File: config.mk
export PLATFORM = sky130hd
export DESIGN_NAME = icu_capture_unit
export DESIGN_NICKNAME = d
export VERILOG_FILES = /design/src/hw/icu_pkg.sv /design/src/hw/icu_capture_unit.sv
export SDC_FILE = /design/constraint.sdc
export NUM_CORES = 1
export LEC_CHECK = 0
export ABC_AREA = 1
export ABC_CLOCK_PERIOD_IN_PS = 1500
export CORE_MARGIN = 3
export CORE_UTILIZATION = 40
export DETAILED_ROUTE_END_ITERATION = 8
export DONT_BUFFER_PORTS = 1
export MAX_ROUTING_LAYER = met4
export SLEW_MARGIN = 20
export SYNTH_ARGS = -nofsm -noshare
export SYNTH_HDL_FRONTEND = slang
export SYNTH_SLANG_ARGS = --single-unit
File: constraint.sdc
create_clock -name clk_i -period 1.5 [get_ports clk_i]
set_input_delay 0.3 -clock clk_i [delete_from_list [all_inputs] [get_ports clk_i]]
set_output_delay 0.3 -clock clk_i [all_outputs]
set_load 0.05 [all_outputs]
File: src/hw/icu_pkg.sv
// Purpose: constants and state type for the input capture unit
// Assumes: 32-bit classic Wishbone register bus, word-aligned registers
// Notes: all offsets are byte addresses

package icu_pkg;

    // ****************************************************************
    // bus geometry
    // ****************************************************************
    localparam int ICU_ADDR_W = 8;
    localparam int ICU_DATA_W = 32;
    localparam int ICU_SEL_W = 4;

    // ****************************************************************
    // register offsets
    // ****************************************************************
    localparam logic [ICU_ADDR_W-1:0] ICU_OFF_CONTROL = 8'h00;
    localparam logic [ICU_ADDR_W-1:0] ICU_OFF_CAP_LOW = 8'h04;
    localparam logic [ICU_ADDR_W-1:0] ICU_OFF_CAP_HIGH = 8'h08;
    localparam logic [ICU_ADDR_W-1:0] ICU_OFF_FLAG = 8'h0c;
    localparam logic [ICU_ADDR_W-1:0] ICU_OFF_ENABLE = 8'h10;
    localparam logic [ICU_ADDR_W-1:0] ICU_OFF_STATUS = 8'h14;

    // ****************************************************************
    // capture_mode_select encodings
    // ****************************************************************
    localparam logic [3:0] ICU_MODE_OFF = 4'h0;
    localparam logic [3:0] ICU_MODE_FALL = 4'h4;
    localparam logic [3:0] ICU_MODE_RISE = 4'h5;
    localparam logic [3:0] ICU_MODE_RISE4 = 4'h6;
    localparam logic [3:0] ICU_MODE_RISE16 = 4'h7;

    // ****************************************************************
    // field positions
    // ****************************************************************
    localparam int ICU_PRESC_W = 4;
    localparam int ICU_FLAG_BIT = 0;
    localparam int ICU_ENABLE_BIT = 0;
    localparam int ICU_ST_PRESC_LSB = 0;
    localparam int ICU_ST_PIN_BIT = 4;
    localparam int ICU_ST_ACTIVE_BIT = 5;
    localparam logic [1:0] ICU_PRESC4_LAST = 2'h3;
    localparam logic [3:0] ICU_PRESC16_LAST = 4'hf;

    // ****************************************************************
    // state of the unit
    // ****************************************************************
    typedef struct packed {
        logic pin_meta;
        logic pin_sync;
        logic pin_prev;
        logic [3:0] mode;
        logic [15:0] captured;
        logic flag;
        logic enable;
        logic [ICU_PRESC_W-1:0] presc;
        logic strobe;
        logic ack;
        logic [ICU_DATA_W-1:0] rdata;
    } icu_state_t;

    localparam icu_state_t ICU_STATE_RST = '0;

endpackage : icu_pkg

File: src/hw/icu_capture_unit.sv
// Purpose: input capture unit with edge prescaler and Wishbone registers
// Assumes: timebase count arrives on clk_i; capture pin is asynchronous
// Notes: compare and pwm modes are not part of this unit
//
// Notes on behaviour
// RULE_01: qualifying event copies 16-bit timebase into capture
// RULE_02: mode picks falling, rising, 4th or 16th rise
// RULE_03: capture sets flag; only software clears it
// RULE_04: later capture overwrites unread value, no overrun
// RULE_05: edges seen whatever the pin direction
// RULE_06: software keeps the pin an input
// RULE_07: timebase runs timer or synchronized counter mode
// RULE_08: timebase clocked by instruction clock or external
// RULE_09: mode change may raise a spurious flag
// RULE_10: prescaler held clear when off or not capturing; code clears it only outside the capture modes, the enable bit is ignored
// RULE_11: every reset clears the prescaler
// RULE_12: prescaler change keeps count, may capture falsely
// RULE_13: capture keeps running while timebase runs, sleep too
// RULE_14: pin synchronised, edges give one-cycle capture strobe

module icu_capture_unit
    import icu_pkg::*;
(
    input wire logic clk_i,
    input wire logic rst_i,
    input wire logic wb_cyc_i,
    input wire logic wb_stb_i,
    input wire logic wb_we_i,
    input wire logic [icu_pkg::ICU_ADDR_W-1:0] wb_adr_i,
    input wire logic [icu_pkg::ICU_SEL_W-1:0] wb_sel_i,
    input wire logic [icu_pkg::ICU_DATA_W-1:0] wb_dat_i,
    output logic [icu_pkg::ICU_DATA_W-1:0] wb_dat_o,
    output logic wb_ack_o,
    input wire logic capture_pin_i,
    input wire logic [15:0] timebase_count_i,
    output logic [15:0] captured_value_o,
    output logic capture_event_flag_o,
    output logic capture_strobe_o,
    output logic [3:0] capture_mode_select_o
);
    import icu_pkg::*;

    // ****************************************************************
    // helper functions
    // ****************************************************************

    // true only for the four capture encodings
    function automatic logic is_capture_mode(input logic [3:0] mode);
        logic res;
        res = 1'b0;
        if (mode == ICU_MODE_FALL)
        begin
            res = 1'b1;
        end
        else if (mode == ICU_MODE_RISE)
        begin
            res = 1'b1;
        end
        else if (mode == ICU_MODE_RISE4)
        begin
            res = 1'b1;
        end
        else if (mode == ICU_MODE_RISE16)
        begin
            res = 1'b1;
        end
        return res;
    endfunction : is_capture_mode

    // byte-lane merge of a write into an old word
    function automatic logic [ICU_DATA_W-1:0] merge_lanes(
        input logic [ICU_DATA_W-1:0] old_word,
        input logic [ICU_DATA_W-1:0] new_word,
        input logic [ICU_SEL_W-1:0] sel
    );
        logic [ICU_DATA_W-1:0] res;
        res = old_word;
        for (int i = 0; i < ICU_SEL_W; i++)
        begin
            if (sel[i])
            begin
                res[i*8 +: 8] = new_word[i*8 +: 8];
            end
        end
        return res;
    endfunction : merge_lanes

    // ****************************************************************
    // state
    // ****************************************************************
    icu_state_t r;
    icu_state_t n;

    // ****************************************************************
    // next-state logic
    // ****************************************************************
    always_comb
    begin
        logic rise;
        logic fall;
        logic hit;
        logic req;
        logic wr;
        logic [ICU_DATA_W-1:0] rd;
        logic [ICU_DATA_W-1:0] word;
        rise = 1'b0;
        fall = 1'b0;
        hit = 1'b0;
        req = 1'b0;
        wr = 1'b0;
        rd = '0;
        word = '0;
        n = r;

        // pin synchroniser; meta stage only feeds the sync stage
        n.pin_meta = capture_pin_i; // see RULE_14
        n.pin_sync = r.pin_meta; // see RULE_14
        n.pin_prev = r.pin_sync;

        // raw pin level is watched, never the direction bit
        rise = r.pin_sync & ~r.pin_prev; // see RULE_05
        fall = ~r.pin_sync & r.pin_prev; // see RULE_14

        // event qualification; no sleep gating, the edge path
        // only needs clk_i and the timebase value
        case (r.mode) // see RULE_02
            ICU_MODE_FALL:
            begin
                hit = fall;
            end
            ICU_MODE_RISE:
            begin
                hit = rise;
            end
            ICU_MODE_RISE4:
            begin
                hit = rise & (r.presc[1:0] == ICU_PRESC4_LAST);
            end
            ICU_MODE_RISE16:
            begin
                hit = rise & (r.presc == ICU_PRESC16_LAST); // see RULE_02
            end
            default:
            begin
                hit = 1'b0;
            end
        endcase

        // prescaler wraps freely, so a direct switch between /4 and
        // /16 keeps the count and can fire early
        if (!is_capture_mode(r.mode))
        begin
            n.presc = '0; // see RULE_10
        end
        else if (rise)
        begin
            n.presc = r.presc + 4'h1; // see RULE_12
        end

        // ************************************************************
        // wishbone slave: ack one cycle after request, write
        // commits on the edge that samples ack
        // ************************************************************
        req = wb_cyc_i & wb_stb_i;
        n.ack = req & ~r.ack;
        wr = req & r.ack & wb_we_i;

        if (wb_adr_i == ICU_OFF_CONTROL)
        begin
            rd[3:0] = r.mode;
        end
        else if (wb_adr_i == ICU_OFF_CAP_LOW)
        begin
            rd[7:0] = r.captured[7:0];
        end
        else if (wb_adr_i == ICU_OFF_CAP_HIGH)
        begin
            rd[7:0] = r.captured[15:8];
        end
        else if (wb_adr_i == ICU_OFF_FLAG)
        begin
            rd[ICU_FLAG_BIT] = r.flag;
        end
        else if (wb_adr_i == ICU_OFF_ENABLE)
        begin
            rd[ICU_ENABLE_BIT] = r.enable;
        end
        else if (wb_adr_i == ICU_OFF_STATUS)
        begin
            rd[ICU_ST_PRESC_LSB +: ICU_PRESC_W] = r.presc;
            rd[ICU_ST_PIN_BIT] = r.pin_sync;
            rd[ICU_ST_ACTIVE_BIT] = is_capture_mode(r.mode);
        end

        if (req & ~r.ack)
        begin
            n.rdata = rd;
        end

        if (wr)
        begin
            if (wb_adr_i == ICU_OFF_CONTROL)
            begin
                word = merge_lanes({28'h0000000, r.mode}, wb_dat_i, wb_sel_i);
                n.mode = word[3:0];
            end
            else if (wb_adr_i == ICU_OFF_CAP_LOW)
            begin
                word = merge_lanes({24'h000000, r.captured[7:0]}, wb_dat_i, wb_sel_i);
                n.captured[7:0] = word[7:0];
            end
            else if (wb_adr_i == ICU_OFF_CAP_HIGH)
            begin
                word = merge_lanes({24'h000000, r.captured[15:8]}, wb_dat_i, wb_sel_i);
                n.captured[15:8] = word[7:0];
            end
            else if (wb_adr_i == ICU_OFF_FLAG)
            begin
                word = merge_lanes({31'h00000000, r.flag}, wb_dat_i, wb_sel_i);
                n.flag = word[ICU_FLAG_BIT]; // see RULE_03
            end
            else if (wb_adr_i == ICU_OFF_ENABLE)
            begin
                // enable bit is only stored; spurious flags after a
                // mode change are left to software
                word = merge_lanes({31'h00000000, r.enable}, wb_dat_i, wb_sel_i);
                n.enable = word[ICU_ENABLE_BIT]; // see RULE_09
            end
        end

        // ************************************************************
        // capture: wins over a same-cycle software write
        // ************************************************************
        n.strobe = hit; // see RULE_14
        if (hit)
        begin
            n.captured = timebase_count_i; // see RULE_01
            n.flag = 1'b1; // see RULE_03
        end
        // old value silently lost if not yet read
        if (hit & r.strobe)
        begin
            n.captured = timebase_count_i; // see RULE_04
        end
    end

    // ****************************************************************
    // state register
    // ****************************************************************
    always_ff @(posedge clk_i)
    begin
        if (rst_i)
        begin
            r <= ICU_STATE_RST; // see RULE_11
        end
        else
        begin
            r <= n;
        end
    end

    // ****************************************************************
    // outputs, all straight from the state register
    // ****************************************************************
    assign wb_dat_o = r.rdata;
    assign wb_ack_o = r.ack;
    assign captured_value_o = r.captured;
    assign capture_event_flag_o = r.flag;
    assign capture_strobe_o = r.strobe;
    assign capture_mode_select_o = r.mode;

endmodule : icu_capture_unit

== Word level (Yosys, flattened, before mapping) ==
Index checks and enable logic that the tools add are counted.

* Muxes and demuxes: 30
* Bitwise logic cells: 17
* Reduce and logical (&&, ||, !) cells: 14
* Equality and inequality tests: 16
* $add $sub $neg: 1

{| class="wikitable"
|+ Operators with widths
! operator !! count
|-
| $mux 8 || 5
|-
| $mux 18 || 2
|-
| $mux 17 || 1
|-
| $eq 4x3->1 const B || 4
|-
| $eq 8x4->1 const B || 2
|-
| $eq 8x5->1 const B || 2
|-
| $mux 16 || 1
|-
| $mux 6 || 2
|-
| $reduce_bool 3->1 || 4
|-
| $mux 1 || 11
|-
| $mux 5 || 2
|-
| $and 1x1->1 || 9
|-
| $eq 8x3->1 const B || 1
|-
| $logic_not 8->1 || 1
|-
| $mux 4 || 2
|-
| $not 1->1 || 8
|-
| $reduce_and 7->1 || 1
|-
| $mux 2 || 3
|-
| $ne 2x2->1 const B || 3
|-
| $ne 3x2->1 const B || 2
|-
| $reduce_and 6->1 || 1
|-
| $reduce_bool 2->1 || 3
|-
| $reduce_and 5->1 || 1
|-
| $add 4x1->4 const B || 1
|-
| other kinds (6) || 6
|}

* Input port bits: 66
* Logic and storage cells: 90
* Bits in registers: 39

== Longest topological paths before layout ==
Gate-level depths: netlist of run 1.

* Depth after elaboration: 11
* Depth in mapped cells: 12

== Worst setup path after synthesis of run 1 ==
OpenSTA, ideal clock, no wires.

* Path type: reg2reg
* From: register r (netlist bit wb_ack_o)
* To: register r (netlist bit captured_value_o[0])
* Path buffers: 1
* Data required time: 1.372 ns
* Data arrival time: 1.552 ns
* Cell stages (with the launch flop): 11
* Period minus slack after synthesis: 1.680 ns
* Setup slack: -0.180 ns
* Path through: dfxtp_1 -> nand2_1 -> nor2_2 -> nand2_1 -> inv_2 -> nand3_4 -> buf_6 -> nand3_1 -> nand2_1 -> nor2_1 -> nor2_1

* Longest elaborated chain between the ends: 4

{| class="wikitable"
|+ RTL lines
! element !! line !! text
|-
| start: declaration || icu_capture_unit.sv:91 || <nowiki>icu_state_t r;</nowiki>
|-
| start signal: assignment || icu_capture_unit.sv:258 || <nowiki>r <= n;</nowiki>
|-
| $and 1x1->1 (2 in a row) || icu_capture_unit.sv:166 || <nowiki>wr = req & r.ack & wb_we_i;</nowiki>
|-
| $reduce_bool 3->1 (no source line) || n/a ||
|-
| $reduce_and 4->1 (no source line) || n/a ||
|}

No other way between the ends.
A chain may end at the register's enable or synchronous reset.

== Worst setup path after layout of run 1 ==
* From: register r (netlist bit capture_mode_select_o[2])
* To: register r (netlist bit captured_value_o[14])

* Longest elaborated chain between the ends: 5
* Elaborated cells on any way between the ends: 14
* Those cells by class: eq/ne (6); mux (3); bitwise (1); reduce/logical (4)

{| class="wikitable"
|+ RTL lines
! element !! line !! text
|-
| $eq 4x3->1 || icu_capture_unit.sv:126 || <nowiki>case (r.mode)</nowiki>
|-
| $pmux 1 s4 * || icu_capture_unit.sv:126 ||
|-
| $and 1x1->1 || icu_capture_unit.sv:241 || <nowiki>if (hit & r.strobe)</nowiki>
|-
| $ne 3x2->1 (no source line) / $reduce_bool 3->1 (equally long branches) || n/a ||
|-
| $reduce_and 5->1 (no source line) || n/a ||
|}

Mark *: on every way between the ends. The rest lies on a longest branch, timed or not.

==> qor.yml, run 1 <==
status:
  outcome: "completed"
floorplanning:
  rows: 28
  core_area_sq_um: 6061
  fp.dieH_um: 86.10
  die_w_um: 86.10
  initial_core_util_pct: 42.34
  dieArea_sq_um: 7412
  pin_count: 121
cts:
  tritoncts: "done"
  numCtsBuffers: 5
  cts_hold_buffers: 0
  cts.htree.levels: 2
  clk_pin_slew_worst_paths_ns: 0.08
  cts_root_buf: "clkbuf_8"
  ctsLongestPathBuffers: 2
  clk_latency_ns: 0.30
  cts_sinks: 39
setup_path:
  required_ns: 1.70
  r2r_cells: 10
  cpMostUsedCell: "nor2_1"
  cp-end-kind: "register"
  cp_slowest_cell: "dfxtp_2"
  path_max_fanout: 9
  start_kind: "register"
  cpPeakStageDelay_ns: 0.33
  setup.worst_path.class: "reg2reg"
  path_cells: "inv_1, nor2_2, nand2_1, nor2_2, nand2_4, buf_12, nand3_1, nor2_1, nor2_1, nor2_1"
  cp.arrival_ns: 1.61
sta:
  setup_viol: 0
  period_share_pct: 94.18
  slew_headroom_pct: 60.68
  fmax_mhz: 707.9
  rsz0062_at_grt: "true"
  finClkSkew_ns: 0.009808
  hold_slack_ns: 0.06284
  drv_slew: 0
  finalHoldViolCount: 0
  final.min_clock_period_ns: 1.413
  worst_pin_slew_ns: 0.5891
cells_and_area:
  final_cell_area_sq_um: 2834
  synthToLayoutAreaGrowth_pct: 10.43
  nets: 490
  n_antenna_cell: 0
  final_util_pct: 46.76
  multi_input_area_sq_um: 1286
  layout.cells.non_filler: 497
  drive_above_1_share_pct: 22.75
  register_area_sq_um: 789.5
  fill_cells: 650
grt:
  overflow: 0
  use_met3_pct: 4.995
  grt_max_degree: 28
  grt_busiest_layer: "met2"
  grt_pass1_wl_mm: 9.901
  use_met2_pct: 25.65
  grtUsageMet1_pct: 23.08
  grt_usage_pct: 17.59
  grt_pass1_vias: 2033
  antenna_found_initial: 0
hold_path:
  whs_path_depth: 1
  hold_class: "in2reg"
routing:
  ant_nets: 0
  drt_first_pass_iters: 4
  drc_errors: 0
  vias: 2317
  drt_wl_total_mm: 6.454
  drt_iter0_drc: 124
  wl_per_cell_um: 12.99
  viasPerCell: 4.662
place:
  hpwlAfterDp_mm: 4.878
  dp_cells: 485
  gp_congestion: 0.9266
  placed_area_sq_um: 2644
  io_buffers: 0
power:
  power_density_nw_per_um2: 678.9
  vdd_ir_drop_max_mv: 0.3855
  power.leakage_nw: 1.379
  finalPower_mw: 1.924
job:
  maxCapViolCount: 0
synth:
  syn_area_sq_um: 2566
  synthCells: 402
  yosysWarningCount: 0
  synth_top_area_share_pct: 30.42
  avgSynthCellArea_sq_um: 6.384
  ys_types: 31
  yosys.area.top_type: "dfxtp_1"
  yosysSeqAreaShare_pct: 30.42
  yosys-top-cells-area: "dfxtp_1, buf_4, nand2_1"
  ys_ff_latch: 39
-- cell families (layout without fill, tap and decap cells) --
family / after synthesis / after routing / share of synthesized area, %
flip-flops: 39 / 39 / 30.42
other: 1 / 24 / 0.1461
AND/OR/NAND/NOR: 223 / 224 / 37.74
AO/OA/AOI/OAI: 29 / 29 / 6.485
buffers and inverters: 109 / 105 / 24.72
adder cells (fa/ha/maj): 1 / 1 / 0.4875
-- metal layers --
| metal | vias up | part of all wire, % |
|---|---|---|
| li1 | 1202 | - |
| met1 | 1023 | 44 |
| met2 | 82 | 46 |
| met3 | 10 | 8.6 |
| met4 | 0 | 1.5 |
| met5 | - | 0 |
-- power by group --
group          internal [mW]  switching, mW
logic                 0.0258          0.188
registers               1.04        0.00427
clock network          0.310          0.355
total                   1.38          0.547
-- Yosys cell counts (all sizes together) --
| cell | count |
|---|---|
| a211oi | 2 |
| a21oi | 17 |
| and3 | 1 |
| buf | 57 |
| clkbuf | 2 |
| clkinv | 3 |
| conb | 1 |
| dfxtp | 39 |
| ha | 1 |
| inv | 47 |
| nand2 | 110 |
| nand3 | 38 |
| nand4 | 1 |
| nor2 | 69 |
| nor3 | 2 |
| nor3b | 1 |
| o211ai | 1 |
| o21ai | 8 |
| o21bai | 1 |
| or2 | 1 |
-- path summary, 6_finish.rpt --
check | endpoint | slack, ns | startpoint
worst max-delay path | captured_value_o[14]$_SDFFE_PP0P_ | 0.09 | capture_mode_select_o[2]$_SDFFE_PP0P_
worst min-delay path | r[60]$_SDFF_PP0_ | 0.06 | rst_i
worst max register to register | captured_value_o[14]$_SDFFE_PP0P_ | 0.09 | capture_mode_select_o[2]$_SDFFE_PP0P_
worst min register to register | n[60]$_SDFF_PP0_ | 0.40 | n[61]$_SDFF_PP0_
-- critical path, delay by kind of cell, from the launching register on --
| kind | cells | cell delay (ns) |
|---|---|---|
| and+or+nand+nor | 8 | 0.78 |
| DFF | 1 | 0.33 |
| buffers and inverters | 2 | 0.21 |
-- cell type report --
cell class	count	area share, %
Clock buffer	6	2.561
Inverter	50	6.711
Multi-Input combinational cell	278	45.39
Sequential cell	39	27.86
Tap cell	75	3.311
Timing Repair Buffer	49	14.17
-- through the flow --
step	worst slack, ns	TNS [ns]
floorplan	0.005745	0
global placement	0.03191	0
detailed placement	0.01757	0
CTS	0.03079	0
global route	-0.03685	-0.1729
finish	0.08730	0
-- cell usage in the layout, fill, tap and decap left out, types with 2 or more instances in the layout --
cell / n
nand3_1: 34
clkinv_1: 3
inv_1: 40
nor2_2: 8
clkbuf_8: 5
buf_4: 46
a21oi_1: 16
a211oi_1: 2
nand2_1: 101
o21ai_0: 7
nor2_1: 58
dfxtp_1: 32
nand2_2: 7
nand2_4: 2
inv_2: 6
dfxtp_2: 7
nand3_2: 4
nor2_4: 3
nor3_1: 2
conb_1: 24
-- repair_timing --
action | in CTS | in global routing
setup endpoints to repair | 0 | 17
setup buffers | 0 | 3
endpoints found under the hold margin | 0 | 0
gates resized for setup | 0 | 20
-- flip-flops by register name, indices dropped and copies added, names as in the netlist --
name                   count
capture_event_flag_o       1
capture_mode_select_o      4
capture_strobe_o           1
captured_value_o          16
n                          2
r                          6
wb_ack_o                   1
wb_dat_o                   8
(Power assumes the default switching activity.)
==> run 2: changes to the inputs <==
--- a/config.mk
+++ b/config.mk
@@ -7,11 +7,14 @@
 export LEC_CHECK = 0
 export ABC_AREA = 1
 export ABC_CLOCK_PERIOD_IN_PS = 1500
+export CELL_PAD_IN_SITES_DETAIL_PLACEMENT = 0
+export CELL_PAD_IN_SITES_GLOBAL_PLACEMENT = 1
 export CORE_MARGIN = 3
 export CORE_UTILIZATION = 40
 export DETAILED_ROUTE_END_ITERATION = 8
 export DONT_BUFFER_PORTS = 1
 export MAX_ROUTING_LAYER = met4
+export PLACE_DENSITY_LB_ADDON = 0.1
 export SLEW_MARGIN = 20
 export SYNTH_ARGS = -nofsm -noshare
 export SYNTH_HDL_FRONTEND = slang
==> run 2 against run 1 <==
Against the previous run: clock power is 37% higher; fmax is 0.33% lower; power is 13% higher; die area stayed put; register-to-register slack hardly changed; sequential power hardly changed; combinational power is 3% higher; critical path depth is 1 lower; sequential share of layout area is 1.4 points lower; clock-buffer cell count stayed put; critical path type unchanged; largest power group unchanged.
==> qor.yml, run 2 (same netlist as run 1, synthesis figures left out) <==
place:
  hpwlAfterDp_mm: 5.167
  io_buffers: 0
  gp_congestion: 0.8038
grt:
  grt_max_degree: 28
  overflow: 0
  antenna_found_initial: 0
  grt_pass1_wl_mm: 10.36
  grt_usage_pct: 18.33
  grt_pass1_vias: 2132
setup_path:
  required_ns: 1.69
  cp.arrival_ns: 1.61
  start_kind: "register"
  setup.worst_path.class: "reg2reg"
  path_max_fanout: 7
  cp-end-kind: "register"
floorplanning:
  rows: 28
  fp.dieH_um: 86.10
  die_w_um: 86.10
  dieArea_sq_um: 7412
  core_area_sq_um: 6061
  pin_count: 121
  initial_core_util_pct: 42.34
power:
  pwr-share-seq_pct: 48.1
  power_density_nw_per_um2: 729.3
  finalPower_mw: 2.173
  power.leakage_nw: 1.453
  netSwitchingPower_mw: 0.5645
  vdd_ir_drop_max_mv: 0.4009
  p_sw_share_pct: 25.98
  p_int_mw: 1.608
  p_comb_share_pct: 10.1
  p_clk_share_pct: 41.8
sta:
  worst_pin_slew_ns: 0.5073
  finalHoldViolCount: 0
  final.min_clock_period_ns: 1.417
  slew_headroom_pct: 66.13
  setup_viol: 0
  fin_setup_tns_ns: 0
  drv_slew: 0
  finClkSkew_ns: 0.004424
  rsz0062_at_grt: "true"
  fmax_mhz: 705.6
  period_share_pct: 94.49
routing:
  drt_iter0_drc: 87
  drc_errors: 0
  viasPerCell: 4.641
  vias: 2353
  drt_wl_total_mm: 6.681
  ant_nets: 0
  wl_per_cell_um: 13.18
  drt_first_pass_iters: 4
cells_and_area:
  synthToLayoutAreaGrowth_pct: 16.09
  drive_above_1_share_pct: 25.00
  final_common_cell: "nand2_1"
  nets: 498
  mostFrequentLayoutCells: "nand2_1, nor2_1, buf_4"
  n_antenna_cell: 0
  final_util_pct: 49.15
  largest_register_ffs: 16
hold_path:
  hold_class: "in2reg"
cts:
  ctsLongestPathBuffers: 2
  clk_latency_ns: 0.29
  numCtsBuffers: 5
  clk_pin_slew_worst_paths_ns: 0.08
  tritoncts: "done"
  cts_sinks: 39
  cts_root_buf: "clkbuf_8"
  cts.htree.levels: 2
status:
  outcome: "completed"
job:
  maxCapViolCount: 0
-- run 2: final cells by class --
type	count	area, sq um
Fill cell	642	3082
Sequential cell	39	789.5
Clock inverter	2	35.03
Tap cell	75	93.84
Multi-Input combinational cell	278	1320
Inverter	50	187.7
Timing Repair Buffer	57	470.5
Clock buffer	6	82.58
-- run 2: layer usage --
layer  vias to the layer above  global-route usage (%)  routed length, um
li1                       1225                       -                  -
met1                      1043                   24.87               3081
met2                        78                   27.40               3083
met3                         7                   3.842                450
met4                         0                   5.324                 65
met5                         -                       -                  0
-- run 2: path summary, 6_finish.rpt --
path         slack (ns)                          endpoint  cells after the start        startpoint
max                0.08  captured_value_o[6]$_SDFFE_PP0P_                      9  n[60]$_SDFF_PP0_
min                0.07          wb_dat_o[4]$_SDFFE_PP0P_                      1             rst_i
max reg2reg        0.08  captured_value_o[6]$_SDFFE_PP0P_                      9  n[60]$_SDFF_PP0_
min reg2reg        0.40                  n[60]$_SDFF_PP0_                      2  n[61]$_SDFF_PP0_
-- run 2: power groups by stage --
stage,logic [mW],clock network (mW),registers (mW)
global route,0.235,0.976,1.04
CTS,0.216,0.940,1.04
global placement,0.216,0,1.07
floorplan,0.247,0,1.07
finish,0.220,0.908,1.04
detailed placement,0.216,0,1.07
-- run 2: metrics by stage --
stage | hold slack (ns) | setup WS (ns) | cells | instance area, sq um
floorplan | 0.3883 | 0.005745 | 425 | 2654
global placement | 0.3712 | 0.006912 | 495 | 2731
detailed placement | 0.3716 | -0.009576 | 495 | 2731
CTS | 0.05608 | 0.002620 | 503 | 2849
global route | 0.05753 | -0.009966 | 507 | 2979
finish | 0.06670 | 0.08267 | 507 | 2979
-- run 2: what timing repair did --
action	CTS	global route
hold buffers	0	0
hold endpoints to repair	0	0
gates resized for setup	0	23
buffers inserted	0	2
endpoints found under the setup margin	0	20
-- run 2: worst max-delay path: stages, from the launching register on --
cell and delay, ns:
dfxtp_2 0.36, o21ai_2 0.18, nand2_2 0.09, nor2_4 0.17, nand2_8 0.10, buf_12 0.15, nand2_2 0.08, nand3_1 0.09
nand2_1 0.07, inv_1 0.03
